**src/rcai_params.svh**
```systemverilog
/*
 Offsets, field positions and reset values of the radio calibration,
 auxiliary ADC and second interrupt source register bank.
 Assumes a 10-bit byte address space on the register port.
*/
`ifndef RCAI_PARAMS_SVH
`define RCAI_PARAMS_SVH

// ----------------------------------------------------------------
// Register offsets
// ----------------------------------------------------------------
`define RCAI_A_IRQ_SRC 10'h337
`define RCAI_A_CAL_CTRL 10'h338
`define RCAI_A_CAL_STAT 10'h339
`define RCAI_A_FWORD_RD 10'h345
`define RCAI_A_FWORD_FRC 10'h346
`define RCAI_A_RC_HI 10'h34f
`define RCAI_A_RC_LO 10'h350
`define RCAI_A_ADC_LO 10'h359
`define RCAI_A_ADC_HI 10'h35a
`define RCAI_A_OOK 10'h35b
`define RCAI_A_IRQ_CLR 10'h3f0
`define RCAI_A_IRQ_EN 10'h3f1
`define RCAI_A_ADC_FILT 10'h3f2

// ----------------------------------------------------------------
// Field positions
// ----------------------------------------------------------------
`define RCAI_B_BATT 7
`define RCAI_B_CMDRDY 6
`define RCAI_B_WAKE 4
`define RCAI_B_SPI 1
`define RCAI_B_CMDFIN 0
`define RCAI_IRQ_USED 8'hd3
`define RCAI_B_SYNTH 1
`define RCAI_B_FILT 0
`define RCAI_B_REFON 4

// ----------------------------------------------------------------
// Reset values and mode codes
// ----------------------------------------------------------------
`define RCAI_RST_ADC_LO 8'h00
`define RCAI_RST_ADC_HI 8'h11
`define RCAI_RST_OOK 8'h11
`define RCAI_FM_NONE 2'h0
`define RCAI_FM_ON_READ 2'h1
`define RCAI_FM_ON_TICK 2'h2
`define RCAI_FM_BOTH 2'h3

`endif

```
**src/rcai_pkg.sv**
```systemverilog
/*
 Types of the radio calibration and auxiliary ADC register bank.
 Assumes rcai_params.svh supplies the numbers.
*/
package rcai_pkg;
    typedef enum logic [2:0] {
        RCAI_F_IDLE = 3'b001,
        RCAI_F_RUN = 3'b010,
        RCAI_F_DONE = 3'b100
    } rcai_fcal_e;

    typedef struct packed {
        logic cmd_ready;
        logic wake_timer_expired_flag;
        logic spi_ready;
        logic cmd_finished;
    } rcai_evt_s;
endpackage

```
**src/rcai_regs.sv**
```systemverilog
/*
 Register bank: second interrupt source, calibration control and status,
 filter trim word, RC oscillator trim result, aux ADC setup and OOK AGC rate.
 Assumes one 200 MHz clock mclk, synchronous active-high sys_rst, a register
 port with one-cycle strobes, and calibration engines on the same clock
 except the battery comparator, which is asynchronous.
*/
// Local design decision: the strobed register port.
// Operation
// - Battery alarm flag sets when battery falls below the software threshold.
// - Command-ready flag sets when the processor can accept a command.
// - Wake-up timeout flag sets when the wake-up timer expires.
// - Serial-port-ready flag sets when the serial interface becomes accessible.
// - Synthesizer trim enable bit starts or stops synthesizer calibration.
// - Filter trim enable bit starts or stops IF filter calibration.
// - Synthesizer done reads one when finished, zero while running.
// - Filter done reads one when finished, zero while running and enabled.
// - Six-bit filter trim word is read-only, valid after calibration completes.
// - Force enable substitutes the software six-bit word for the calibrated word.
// - Sixteen-bit RC trim result reads as high byte then low byte.
// - Input selector and reference level fields steer the aux ADC.
// - Filter mode chooses loop and readback filtering and readback update time.
// - ADC reference power bit resets to one; zero powers it down.
// - Tracking AGC rate resets to 2; rate is symbol rate over 2^(n+1).
// - Acquisition AGC rate sits in bits 2:0, resets to 1.
`include "rcai_params.svh"

module rcai_regs (
    input wire logic mclk,
    input wire logic sys_rst,
    input wire logic [9:0] reg_addr,
    input wire logic [7:0] reg_wdata,
    input wire logic reg_wr,
    input wire logic reg_rd,
    output logic [7:0] reg_rdata,
    output logic irq,
    input wire logic battery_low_pin,
    input wire rcai_pkg::rcai_evt_s evt,
    output logic synth_trim_enable,
    input wire logic synth_cal_ok,
    output logic if_filter_trim_enable,
    input wire logic filter_cal_ok,
    input wire logic [5:0] filter_cal_word,
    output logic [5:0] if_filter_trim_word,
    input wire logic rc_cal_valid,
    input wire logic [15:0] rc_cal_value,
    output logic [1:0] adc_input_select,
    output logic [1:0] adc_reference_level,
    output logic adc_reference_power_on,
    output logic [1:0] adc_filter_mode,
    input wire logic adc_sample_valid,
    input wire logic [7:0] adc_sample,
    input wire logic agc_tick,
    output logic [7:0] agc_loop_sample,
    input wire logic ook_symbol_tick,
    input wire logic ook_acquire_phase,
    output logic [2:0] ook_gain_track_rate,
    output logic [2:0] ook_gain_acquire_rate,
    output logic ook_agc_update
);
    // ------------------------------------------------------------
    // Functions
    // ------------------------------------------------------------
    function automatic logic hit(input logic [9:0] a, input logic [9:0] off);
        hit = (a == off);
    endfunction

    // Terminal count for a divide by 2^(n+1)
    function automatic logic [8:0] rate_top(input logic [2:0] n);
        rate_top = 9'((10'h2 << n) - 10'h1);
    endfunction

    // ------------------------------------------------------------
    // Register port decode
    // ------------------------------------------------------------
    wire wr_src = reg_wr & hit(reg_addr, `RCAI_A_IRQ_SRC);
    wire wr_clr = reg_wr & hit(reg_addr, `RCAI_A_IRQ_CLR);
    wire wr_en = reg_wr & hit(reg_addr, `RCAI_A_IRQ_EN);
    wire wr_cal = reg_wr & hit(reg_addr, `RCAI_A_CAL_CTRL);
    wire wr_frc = reg_wr & hit(reg_addr, `RCAI_A_FWORD_FRC);
    wire wr_alo = reg_wr & hit(reg_addr, `RCAI_A_ADC_LO);
    wire wr_ahi = reg_wr & hit(reg_addr, `RCAI_A_ADC_HI);
    wire wr_ook = reg_wr & hit(reg_addr, `RCAI_A_OOK);
    wire rd_filt = reg_rd & hit(reg_addr, `RCAI_A_ADC_FILT);

    // ------------------------------------------------------------
    // Interrupt source
    // ------------------------------------------------------------
    logic batt_s1_q, batt_s2_q, batt_s3_q;
    logic [7:0] src_q, src_d, irq_en_q;

    always_ff @(posedge mclk) begin
        if (sys_rst) begin
            batt_s1_q <= 1'b0;
            batt_s2_q <= 1'b0;
            batt_s3_q <= 1'b0;
        end else begin
            batt_s1_q <= battery_low_pin;
            batt_s2_q <= batt_s1_q;
            batt_s3_q <= batt_s2_q;
        end
    end

    // Only the falling crossing raises the alarm, not the low level
    wire batt_evt = batt_s2_q & ~batt_s3_q;

    wire [7:0] set_vec = {batt_evt, evt.cmd_ready, 1'b0,
        evt.wake_timer_expired_flag, 2'b00, evt.spi_ready,
        evt.cmd_finished};
    // Writes of one clear, on the source itself or on the clear register
    wire [7:0] clr_vec = (wr_src | wr_clr) ? reg_wdata : 8'h00;

    // Set wins over clear in the same cycle
    assign src_d = ((src_q & ~clr_vec) | set_vec) & `RCAI_IRQ_USED;

    always_ff @(posedge mclk) begin
        if (sys_rst) begin
            src_q <= 8'h00;
            irq_en_q <= 8'h00;
        end else begin
            src_q <= src_d;
            if (wr_en) begin
                irq_en_q <= reg_wdata & `RCAI_IRQ_USED;
            end
        end
    end

    assign irq = |(src_q & irq_en_q);

    // ------------------------------------------------------------
    // Calibration control and status
    // ------------------------------------------------------------
    logic [1:0] cal_ctrl_q;
    logic synth_done_q;
    logic [5:0] cal_word_q;
    logic [6:0] force_q;
    rcai_pkg::rcai_fcal_e fst_q, fst_d;

    assign synth_trim_enable = cal_ctrl_q[`RCAI_B_SYNTH];
    assign if_filter_trim_enable = cal_ctrl_q[`RCAI_B_FILT];
    wire synth_start = wr_cal & reg_wdata[`RCAI_B_SYNTH] & ~synth_trim_enable;

    always_comb begin
        case (fst_q)
            rcai_pkg::RCAI_F_IDLE: fst_d = if_filter_trim_enable ? rcai_pkg::RCAI_F_RUN
                : rcai_pkg::RCAI_F_IDLE;
            rcai_pkg::RCAI_F_RUN: begin
                if (!if_filter_trim_enable) begin
                    fst_d = rcai_pkg::RCAI_F_IDLE;
                end else if (filter_cal_ok) begin
                    fst_d = rcai_pkg::RCAI_F_DONE;
                end else begin
                    fst_d = rcai_pkg::RCAI_F_RUN;
                end
            end
            // Done holds after disable so the word stays marked valid
            rcai_pkg::RCAI_F_DONE: fst_d = (wr_cal & reg_wdata[`RCAI_B_FILT]
                & ~if_filter_trim_enable) ? rcai_pkg::RCAI_F_RUN : rcai_pkg::RCAI_F_DONE;
            default: fst_d = rcai_pkg::RCAI_F_IDLE;
        endcase
    end

    always_ff @(posedge mclk) begin
        if (sys_rst) begin
            cal_ctrl_q <= 2'b00;
            fst_q <= rcai_pkg::RCAI_F_IDLE;
            synth_done_q <= 1'b0;
            cal_word_q <= 6'h00;
            force_q <= 7'h00;
        end else begin
            if (wr_cal) begin
                cal_ctrl_q <= reg_wdata[1:0];
            end
            fst_q <= fst_d;
            if (synth_start) begin
                synth_done_q <= 1'b0;
            end else if (synth_trim_enable && synth_cal_ok) begin
                synth_done_q <= 1'b1;
            end
            if (fst_q == rcai_pkg::RCAI_F_RUN && filter_cal_ok && if_filter_trim_enable) begin
                cal_word_q <= filter_cal_word;
            end
            if (wr_frc) begin
                force_q <= reg_wdata[6:0];
            end
        end
    end

    wire filt_done = (fst_q == rcai_pkg::RCAI_F_DONE);
    assign if_filter_trim_word = force_q[0] ? force_q[6:1] : cal_word_q;

    // ------------------------------------------------------------
    // RC oscillator result
    // ------------------------------------------------------------
    logic [15:0] rc_q;
    always_ff @(posedge mclk) begin
        if (sys_rst) begin
            rc_q <= 16'h0000;
        end else if (rc_cal_valid) begin
            rc_q <= rc_cal_value;
        end
    end

    // ------------------------------------------------------------
    // Aux ADC setup and filtering
    // ------------------------------------------------------------
    logic [7:0] adc_lo_q, adc_hi_q, filt_q, filt_rb_q;

    assign adc_input_select = adc_lo_q[3:2];
    assign adc_reference_level = adc_lo_q[1:0];
    assign adc_reference_power_on = adc_hi_q[`RCAI_B_REFON];
    assign adc_filter_mode = adc_hi_q[6:5];

    // Quarter-step smoothing: cheap, no multiplier, settles in a few samples
    wire [9:0] filt_sum = {2'b00, filt_q} + {2'b00, filt_q} + {2'b00, filt_q}
        + {2'b00, adc_sample};
    wire upd_rb = (adc_filter_mode == `RCAI_FM_ON_READ) ? rd_filt
        : agc_tick;

    always_ff @(posedge mclk) begin
        if (sys_rst) begin
            adc_lo_q <= `RCAI_RST_ADC_LO;
            adc_hi_q <= `RCAI_RST_ADC_HI;
            filt_q <= 8'h00;
            filt_rb_q <= 8'h00;
            agc_loop_sample <= 8'h00;
        end else begin
            if (wr_alo) begin
                adc_lo_q <= reg_wdata;
            end
            if (wr_ahi) begin
                adc_hi_q <= reg_wdata;
            end
            if (adc_sample_valid) begin
                filt_q <= filt_sum[9:2];
                agc_loop_sample <= (adc_filter_mode == `RCAI_FM_BOTH) ? filt_sum[9:2]
                    : adc_sample;
            end
            if (adc_filter_mode == `RCAI_FM_NONE) begin
                filt_rb_q <= adc_sample;
            end else if (upd_rb) begin
                filt_rb_q <= filt_q;
            end
        end
    end

    // ------------------------------------------------------------
    // OOK AGC update rate
    // ------------------------------------------------------------
    logic [7:0] ook_q;
    logic [8:0] ook_cnt_q;

    assign ook_gain_track_rate = ook_q[5:3];
    assign ook_gain_acquire_rate = ook_q[2:0];
    // Software is trusted to keep track >= acquire; no clamp here
    wire [2:0] ook_sel = ook_acquire_phase ? ook_gain_acquire_rate
        : ook_gain_track_rate;
    wire ook_wrap = ook_symbol_tick & (ook_cnt_q >= rate_top(ook_sel));

    always_ff @(posedge mclk) begin
        if (sys_rst) begin
            ook_q <= `RCAI_RST_OOK;
            ook_cnt_q <= 9'h000;
            ook_agc_update <= 1'b0;
        end else begin
            if (wr_ook) begin
                ook_q <= reg_wdata;
            end
            ook_agc_update <= ook_wrap;
            if (ook_wrap) begin
                ook_cnt_q <= 9'h000;
            end else if (ook_symbol_tick) begin
                ook_cnt_q <= ook_cnt_q + 9'h001;
            end
        end
    end

    // ------------------------------------------------------------
    // Read data, one cycle after the strobe
    // ------------------------------------------------------------
    logic [7:0] rmux;
    always_comb begin
        case (reg_addr)
            `RCAI_A_IRQ_SRC: rmux = src_q;
            `RCAI_A_IRQ_EN: rmux = irq_en_q;
            `RCAI_A_CAL_CTRL: rmux = {6'h00, cal_ctrl_q};
            `RCAI_A_CAL_STAT: rmux = {6'h00, synth_done_q, filt_done};
            `RCAI_A_FWORD_RD: rmux = {2'b00, cal_word_q};
            `RCAI_A_FWORD_FRC: rmux = {1'b0, force_q};
            `RCAI_A_RC_HI: rmux = rc_q[15:8];
            `RCAI_A_RC_LO: rmux = rc_q[7:0];
            `RCAI_A_ADC_LO: rmux = adc_lo_q;
            `RCAI_A_ADC_HI: rmux = adc_hi_q;
            `RCAI_A_OOK: rmux = ook_q;
            `RCAI_A_ADC_FILT: rmux = filt_rb_q;
            default: rmux = 8'h00;
        endcase
    end

    always_ff @(posedge mclk) begin
        if (sys_rst) begin
            reg_rdata <= 8'h00;
        end else if (reg_rd) begin
            reg_rdata <= rmux;
        end
    end
endmodule

```
**config.mk**
```make
export PLATFORM = sky130hd
export DESIGN_NAME = rcai_regs
export DESIGN_NICKNAME = d
export VERILOG_FILES = /design/src/rcai_pkg.sv /design/src/rcai_regs.sv
export VERILOG_INCLUDE_DIRS = /design/src
export SDC_FILE = /design/constraint.sdc
export NUM_CORES = 1
export LEC_CHECK = 0
export BUFFER_PORTS_ARGS = -buffer_cell sky130_fd_sc_hd__buf_4
export CAP_MARGIN = 40
export CORE_ASPECT_RATIO = 0.5
export CORE_MARGIN = 3
export CORE_UTILIZATION = 25
export DETAILED_ROUTE_END_ITERATION = 6
export PLACE_DENSITY_LB_ADDON = 0.3
export SLEW_MARGIN = 20
export SYNTH_ARGS = -nofsm -noshare
export SYNTH_HDL_FRONTEND = slang
export SYNTH_SLANG_ARGS = --single-unit
```
**constraint.sdc**
```tcl
create_clock -name mclk -period 3.15 [get_ports mclk]
set_input_delay 0.1575 -clock mclk [delete_from_list [all_inputs] [get_ports mclk]]
set_output_delay 0.1575 -clock mclk [all_outputs]
set_load 0.05 [all_outputs]
```
== Word level (Yosys, flattened, before mapping) ==
Cells that the tools add are included.
Storage, ports and cells
  register bits after elaboration: 117
  bits of input ports: 64
  word-level logic and storage cells: 90
  output and inout bits: 39
Operators by class
  reduce and logical (&&, ||, !) cells: 8
  shift operators: 1
  add/sub/neg operators: 5
  equality and inequality tests: 18
  multiplexer cells: 13
  order comparisons: 1
  bitwise logic cells: 23
Operators with widths (count)
  10-bit equality test, second input constant: 13
  8-bit one-hot mux with 12 select lines: 1
  8-bit 2-to-1 mux: 4
  8-bit AND: 2
  1-bit AND: 15
  3-bit 2-to-1 mux: 4
  10-bit by 8-bit adder with 10-bit output: 1
  9-bit by 8-bit adder with 10-bit output: 1
  8-bit by 8-bit adder with 9-bit output: 1
  9-bit by 1-bit adder with 9-bit output, second input constant: 1
  9-bit greater-or-equal comparator: 1
  3-bit one-hot mux with 3 select lines: 1
  2-bit by 3-bit << shifter with 9-bit output, first input constant: 1
  9-bit by 1-bit subtractor with 9-bit output, second input constant: 1
  8-bit inverter: 1
  8-bit bitwise OR: 1
  8-bit OR reduction: 1
  6-bit 2-to-1 mux: 1
  2-bit OR reduction: 2
  3-bit by 1-bit equality test with 1-bit output, second input constant: 1
  3-bit by 2-bit equality test with 1-bit output, second input constant: 1
  3-bit equality test, second input constant: 1
  1-bit logical AND: 3
  1-bit inverter: 3
  other kinds (7): 7

== Longest topological paths before layout ==
Gate-level depths: netlist (run 1).
  word-level depth: 7
  gate-level depth with buffers: 12

== Worst setup path after synthesis (run 1) ==
Ideal clock, no wire load.
  kind: reg2reg
  start: register ook_q[2]
  end: register ook_cnt_q[0]
  slack: 744 ps
  arrival time: 2270 ps
  setup time: 136 ps
  period minus slack after synthesis: 2406 ps
  stages on the path, launching flop included: 13
  cells stage by stage: dfxtp_1 > mux2_2 > nor2_1 > nand2_1 > ha_1 > xnor2_1 > nor2_1 > a21oi_1 > ha_1 > o21ai_0 > a21o_1 > a21oi_1 > nor2_1
On the way
  cells in the longest elaborated chain, start to end: 6
Ends and longest elaborated chain
  from (decl): line rcai_regs.sv:250  | logic [7:0] ook_q;
  from (signal assigned): line rcai_regs.sv:262  | ook_q <= `RCAI_RST_OOK;
  from (signal assigned): line rcai_regs.sv:267  | ook_q <= reg_wdata;
  3-bit 2-to-1 mux: line rcai_regs.sv:256  | wire [2:0] ook_sel = ook_acquire_phase ? ook_gain_acquire_rate
  2-bit by 3-bit << shifter with 9-bit output: line rcai_regs.sv:70  | rate_top = 9'((10'h2 << n) - 10'h1);
  9-bit by 1-bit subtractor with 9-bit output: line rcai_regs.sv:70
  9-bit greater-or-equal comparator: line rcai_regs.sv:258  | wire ook_wrap = ook_symbol_tick & (ook_cnt_q >= rate_top(ook_sel));
  1-bit AND: line rcai_regs.sv:258
  2-bit OR reduction (no source line)
  to (signal assigned): line rcai_regs.sv:273  | ook_cnt_q <= ook_cnt_q + 9'h001;
  to (decl): line rcai_regs.sv:251  | logic [8:0] ook_cnt_q;
No other way between the ends.
A chain may end at the register's enable or synchronous reset.

== Final worst setup path (run 1) ==
  start: register ook_q[2]
  end: register ook_cnt_q[3]
Same word-level chain as after synthesis.

==> results of run 1 <==
-- power by group through the flow --
stage / combinational, W / clock, W / sequential, W
6_report: 0.000976 / 0.00205 / 0.00162
5_1_grt: 0.00110 / 0.00215 / 0.00163
4_1_cts: 0.000980 / 0.00209 / 0.00162
3_5_place_dp: 0.000944 / 0 / 0.00165
3_3_place_gp: 0.000937 / 0 / 0.00164
2_1_floorplan: 0.000678 / 0 / 0.00164
-- per-stage QoR --
stage / total power, W / hold slack [ns]
floorplan: 0.00232 / 0.275
global placement: 0.00258 / 0.367
detailed placement: 0.00259 / 0.369
CTS: 0.00468 / 0.00527
global route: 0.00488 / 0.0185
finish: 0.00465 / 0.00862
-- what timing repair did --
item / CTS / global route
endpoints found under the hold margin: 26 / 0
hold buffers: 26 / 0
endpoints found under the setup margin: 0 / 0
-- cell type report --
class                           instances  area [um2]  share of cell area
Multi-Input combinational cell        516        3490               0.441
Sequential cell                       114        2280               0.288
Timing Repair Buffer                  136        1090               0.137
Clock buffer                           23         478              0.0603
Tap cell                              307         384              0.0485
Clock inverter                          9         153              0.0193
Inverter                               12        45.0             0.00569
-- kinds of logic (layout without fill, tap and decap cells) --
logic type               count (synthesis)  count (layout)  synth area share
AND/OR/NAND/NOR                        266             266             0.214
adder cells (fa/ha/maj)                 25              25            0.0615
buffers and inverters                   57             180            0.0469
flip-flops                             114             114             0.377
AO/OA/AOI/OAI                          139             139             0.160
XOR/XNOR                                15              15            0.0217
multiplexers                            70              70             0.119
other                                    1               1          0.000619
-- Yosys cell counts, types with 10 or more instances --
master and n:
inv_1 12, clkbuf_1 24, a311oi_1 10, a22oi_1 13, nor2b_1 12, dfxtp_1 114, ha_1 17, xor2_1 10
a21oi_1 34, a211oi_1 10, o21ai_0 20, buf_4 13, mux2_2 14, nor3_1 11, nor2_1 108, mux2i_1 56
nand3_1 13, nand2_1 70
-- layer usage --
metal  share of wire  vias up  wire length, um
met3           0.064       26             1200
li1                -     2667                -
met2            0.43      157             8080
met1            0.48     2527             9000
met4           0.021        0              401
met5               0        -                0
-- worst max-delay path: cells and delay by family (launching register included) --
family	cells	cell delay, ns
AO/OA/AOI/OAI	3	0.62
adder cells (fa/ha/maj)	2	0.43
AND/OR/NAND/NOR	3	0.39
flip-flops	1	0.33
multiplexers	1	0.30
XOR/XNOR	1	0.19
buffers and inverters	1	0.17
-- path summary, 6_finish.rpt --
kind | startpoint | endpoint
setup / recovery | ook_q[2] | ook_cnt_q[3]
hold reg to reg | batt_s1_q | batt_s2_q
setup reg to reg | ook_q[2] | ook_cnt_q[3]
hold / removal | rc_cal_value[13] | rc_q[13]
-- cells in the final DEF (no fill, tap or decap), types with 3 or more instances in the layout --
| cell type | n |
|---|---|
| a2111oi_0 | 3 |
| a211oi_1 | 10 |
| a21oi_1 | 34 |
| a222oi_1 | 3 |
| a22o_1 | 7 |
| a22oi_1 | 13 |
| a311oi_1 | 10 |
| a32oi_1 | 4 |
| and3_1 | 4 |
| buf_4 | 110 |
| bufinv_16 | 4 |
| clkbuf_1 | 3 |
| clkbuf_16 | 17 |
| clkbuf_8 | 3 |
| clkinvlp_4 | 3 |
| dfxtp_1 | 114 |
| dlygate4sd3_1 | 26 |
| fa_1 | 8 |
| ha_1 | 17 |
| inv_1 | 12 |
| mux2_2 | 14 |
| mux2i_1 | 56 |
| nand2_1 | 70 |
| nand2b_1 | 8 |
| nand3_1 | 13 |
| nand3_2 | 4 |
| nand3b_1 | 5 |
| nand4_1 | 6 |
| nor2_1 | 108 |
| nor2b_1 | 12 |
| nor3_1 | 11 |
| nor3b_1 | 3 |
| o211ai_1 | 4 |
| o21a_1 | 5 |
| o21ai_0 | 20 |
| o21ai_1 | 5 |
| o22ai_1 | 3 |
| or2_2 | 4 |
| xnor2_1 | 5 |
| xor2_1 | 10 |
==> flow_metrics.env, run 1 <==
export IMPL_path_class="reg -> reg"
export IMPL_synth_distinct_cells=63
export IMPL_min_period_ns=2.50
export IMPL_synth_fp_nets=776
export IMPL_routed_via_density=4.81
export IMPL_p_leak_nw=3.39
export IMPL_dp_cells=1058
export IMPL_layout_setup_ws_ns=0.655
export IMPL_fillCellCount=2431
export IMPL_dieWidth_um=226
export IMPL_place_ws_ns=0.643
export IMPL_io_buffers=102
export IMPL_cts_root_buf="clkbuf_16"
export IMPL_slew_viol_final=0
export IMPL_ir_worst_vdd_mv=0.328
export IMPL_grt_use_met3=0.0367
export IMPL_drv_cap=0
export IMPL_worst_r2r_setup_slack_ns=0.65
export IMPL_cts_made_buffers=17
export IMPL_finalInstanceArea_um2=7920
export IMPL_die_area_um2=26300
export IMPL_clk_latency_ns=0.41
export IMPL_area_delta_synth_final_pct=30.7
export IMPL_num_rows=39
export IMPL_grt_use_met1=0.195
export IMPL_drt_iter0_drc=525
export IMPL_path_max_fanout=9
export IMPL_place_congestion=0.848
export IMPL_grt_first_pass_wirelength_mm=29.0
export IMPL_p_clk_frac=0.442
export IMPL_slowest_stage="a2111oi_0"
export IMPL_wl_per_cell_um=16.7
export IMPL_drive_gt1_frac=0.215
export IMPL_grt_ovfl_total=0
export IMPL_p_int_w=0.00336
export IMPL_nets=886
export IMPL_top_register="rc_q"
export IMPL_place_hpwl_mm=14.1
export IMPL_required_ns=3.49
export IMPL_critPathMaxStageDelay_ns=0.37
export IMPL_place_area_um2=7020
export IMPL_min_path_type="in -> reg"
export IMPL_dieHeight_um=116
export IMPL_cts_sinks=114
export IMPL_status="completed"
export IMPL_drc=0
export IMPL_async_reset_ff_frac=0
export IMPL_p_comb_frac=0.210
export IMPL_finalSetupViolations=0
export IMPL_clock_skew_final_ns=0.00737
export IMPL_syn_mean_instance_area_um2=8.82
export IMPL_largest_reg_flops=16
export IMPL_synth_edf_count=0
export IMPL_synth_area_leaders="dfxtp_1 38%, mux2i_1 9.3%, nor2_1 6.7%"
export IMPL_seq_area_frac_synth=0.377
export IMPL_netlist_area_um2=6060
export IMPL_max_slew_margin=0.441
export IMPL_antenna_found_initial=0
export IMPL_seqPwrFrac=0.348
export IMPL_n_antenna_cell=0
export IMPL_cts_buffer_depth=2
export IMPL_p_per_area_nw_per_um2=587
export IMPL_switching_share=0.276
export IMPL_cts_setup_buffers=0
export IMPL_grt_pass1_vias=5122
export IMPL_fin_cells=1117
export IMPL_finalHoldViolations=0
export IMPL_grtUsageTotal=0.143
export IMPL_ioPinCount=103
export IMPL_use_met2=0.217
export IMPL_setup_tns_ns=0
export IMPL_p_sw_w=0.00128
export IMPL_gr_max_usage_layer="met2"
export IMPL_endpoint_kind="flop"
export IMPL_path_cells="mux2_2 > nor2_1 > nand2_1 > ha_1 > xor2_1 > ha_1 > a2111oi_0 > a21o_1 > a21oi_1 > buf_4 > nor2_1"
export IMPL_netlist_area_leader_share=0.377
export IMPL_dr_pass1_iters=5
export IMPL_worst_pin_slew_ns=0.817
export IMPL_ant_nets=0
export IMPL_cts_resized=0
export IMPL_rsz0062_at_grt="false"
export IMPL_postSynthCellCount=687
export IMPL_grt_max_degree=45
export IMPL_fin_crit_sh=0.792
export IMPL_cts_tree="built"
export IMPL_synth_top_cell_by_area="dfxtp_1"
export IMPL_h_tree_depth=4
export IMPL_drt_wl_total_mm=18.7
export IMPL_clk_pin_slew_ns=0.05
export IMPL_design_core_area_um2=23300
export IMPL_r2r_cells=11
export IMPL_initial_core_util=0.260
export IMPL_cp_start_kind="flop"
export IMPL_synthFlopType="dfxtp_1"
export IMPL_yosysWarnings=0
export IMPL_fmax_mhz=401
export IMPL_vias=5377
export IMPL_synth_seq_cells=114
export IMPL_whs_path_depth=3
export IMPL_reg_largest_list="rc_q: 16 flops, ook_cnt_q: 9 flops"
export IMPL_final_util=0.340
export IMPL_worstPathArrival_ns=2.84
(Power assumes the default switching activity.)
==> inputs of run 2 (changes only) <==
==> constraint.sdc (replaced) <==
create_clock -name mclk -period 2.2 [get_ports mclk]
set_input_delay 0.11 -clock mclk [delete_from_list [all_inputs] [get_ports mclk]]
set_output_delay 0.11 -clock mclk [all_outputs]
set_load 0.05 [all_outputs]
==> run 2 against run 1 <==
  * The flow now finishes with violations (setup timing)
  * Register-to-register slack got worse by 0.81 ns
  * Critical endpoint is now agc_loop_sample[7]
  * Global-route usage rose by 0.77 points
  * Design area rose by 8.0%
  * Combinational power rose by 96%
  * Utilization rose by 2.7 points
  * Non-clock buffer count rose by 54
  * Count of clock-buffer cells in the layout fell by 3
  * Highest routed layer unchanged
  * Sequential cell count did not move
  * Maximum frequency rose by 6.1%
==> flow_metrics.env, run 2 (same netlist as run 1, synthesis figures left out) <==
export IMPL_status="finished with violations"
export IMPL_violations="setup timing"
export IMPL_finalHoldViolations=0
export IMPL_switching_share=0.280
export IMPL_initial_core_util=0.260
export IMPL_required_ns=2.55
export IMPL_worstPathArrival_ns=2.70
export IMPL_design_core_area_um2=23300
export IMPL_path_max_fanout=4
export IMPL_layout_setup_ws_ns=-0.151
export IMPL_p_comb_frac=0.262
export IMPL_cts_buffer_depth=2
export IMPL_ioPinCount=103
export IMPL_p_per_area_nw_per_um2=854
export IMPL_place_congestion=0.866
export IMPL_whs_endpoint="agc_loop_sample[6]"
export IMPL_setup_tns_ns=-1.61
export IMPL_dieWidth_um=226
export IMPL_max_slew_margin=0.637
export IMPL_cp_start_kind="flop"
export IMPL_dr_pass1_iters=5
export IMPL_nets=941
export IMPL_slew_viol_final=0
export IMPL_n_antenna_cell=0
export IMPL_ir_worst_vdd_mv=0.496
export IMPL_fin_cells=1171
export IMPL_grt_max_degree=69
export IMPL_multi_input_area_um2=3640
export IMPL_num_rows=39
export IMPL_clock_skew_final_ns=0.0107
export IMPL_grt_first_pass_wirelength_mm=30.5
export IMPL_cts_tree="built"
export IMPL_ant_nets=0
export IMPL_worst_r2r_setup_slack_ns=-0.15
export IMPL_grt_ovfl_total=0
export IMPL_p_leak_nw=3.69
export IMPL_cts_root_buf="clkbuf_16"
export IMPL_min_path_type="in -> reg"
export IMPL_worst_pin_slew_ns=0.545
export IMPL_routed_via_density=4.77
export IMPL_vias=5582
export IMPL_reg_largest_list="rc_q: 16 flops, ook_cnt_q: 9 flops"
export IMPL_p_int_w=0.00525
export IMPL_wl_per_cell_um=16.7
export IMPL_path_class="reg -> reg"
export IMPL_final_cell_mix="149 x buf_4, 106 x dfxtp_1, 104 x nor2_1"
export IMPL_cts_made_buffers=17
export IMPL_drc=0
export IMPL_fillCellCount=2413
export IMPL_seq_area_um2=2300
export IMPL_place_hpwl_mm=14.5
export IMPL_dp_cells=1092
export IMPL_place_ws_ns=-0.204
export IMPL_drive_gt1_frac=0.288
export IMPL_r2r_end="agc_loop_sample[7]"
export IMPL_fin_crit_sh=1.07
export IMPL_die_area_um2=26300
export IMPL_whs_path_depth=3
export IMPL_dieHeight_um=116
export IMPL_drt_iter0_drc=321
export IMPL_fmax_mhz=425
export IMPL_io_buffers=102
export IMPL_endpoint_kind="flop"
export IMPL_layout_commonest_cell="buf_4"
export IMPL_p_clk_frac=0.420
export IMPL_drv_cap=0
export IMPL_largest_reg_flops=16
export IMPL_rsz0062_at_grt="true"
export IMPL_min_period_ns=2.35
export IMPL_top_register="rc_q"
export IMPL_drt_wl_total_mm=19.6
export IMPL_seqPwrFrac=0.318
export IMPL_r2r_cells=9
export IMPL_antenna_found_initial=0
export IMPL_finalPower_w=0.00730
export IMPL_holdCritStartpoint="adc_sample[6]"
export IMPL_area_delta_synth_final_pct=41.1
export IMPL_grtUsageTotal=0.151
export IMPL_fin_hold_ws_ns=0.0159
export IMPL_clk_pin_slew_ns=0.06
export IMPL_finalSetupViolations=19
export IMPL_h_tree_depth=4
export IMPL_r2r_start="filt_q[1]"
export IMPL_grt_pass1_vias=5443
export IMPL_cts_sinks=114
export IMPL_p_sw_w=0.00205
export IMPL_clk_latency_ns=0.42
==> run 2: cell count changes in the layout (fill, tap and decap cells not counted), moves of 3 or more <==
cell and change:
buf_4 +39, dlygate4sd3_1 +13, dfxtp_1 -8, dfxtp_2 +6, ha_1 -4, nor2_1 -4
a21oi_1 -3, clkinv_2 +3, clkinvlp_4 -3, ha_4 +3, nor2_2 +3
==> run 2: worst max-delay path, stage by stage (launching register included) <==
cell and delay [ns]:
dfxtp_4 0.36, fa_1 0.51, nand3_1 0.11, fa_2 0.35
nor2b_1 0.12, o21a_1 0.20, o211ai_1 0.14, a31oi_1 0.23
o211ai_1 0.11, a21oi_1 0.15
==> run 2: per-layer routing <==
metal | global-route usage | wire length (um) | vias to the layer above
li1 | - | - | 2775
met1 | 0.214 | 9830 | 2670
met2 | 0.233 | 8710 | 117
met3 | 0.0291 | 773 | 20
met4 | 0.0433 | 267 | 0
met5 | 0 | 0 | -
==> run 2: worst max path at each step <==
stage,startpoint,to,cells after the start
after floorplan,filt_q[4],agc_loop_sample[6],7
after global placement,filt_q[1],agc_loop_sample[7],9
after detailed placement,filt_q[1],agc_loop_sample[5],9
after CTS,filt_q[2],agc_loop_sample[5],8
after global routing,ook_q[5],ook_cnt_q[2],12
final,filt_q[1],agc_loop_sample[7],9
==> run 2: final cells by class <==
cell class,instances,share of cell area
well taps,307,0.0449
multi-input cells,517,0.426
clock buffers,20,0.0534
repair buffers,190,0.180
clock inverters,11,0.0215
flip-flops and latches,114,0.269
inverters,12,0.00527
==> run 2: timing repair <==
action,4_1_cts,5_1_grt
pin swaps,25,21
gates resized for setup,21,13
endpoints found under the hold margin,53,0
hold buffers,39,0
endpoints found under the setup margin,18,22
cloned,1,0
buffers inserted,4,4
==> run 2: power by group through the flow <==
stage	Combinational [W]	Clock [W]	Sequential, W
4_1_cts	0.00181	0.00312	0.00232
3_3_place_gp	0.00163	0	0.00235
2_1_floorplan	0.00106	0	0.00236
3_5_place_dp	0.00164	0	0.00236
6_report	0.00191	0.00306	0.00232
5_1_grt	0.00212	0.00321	0.00235
==> run 2: through the flow <==
stage | util | cell area (um2)
after floorplan | - | 6100
after global placement | 0.315 | 7340
after detailed placement | 0.315 | 7340
after CTS | 0.363 | 8470
after global routing | 0.367 | 8550
final | 0.367 | 8550
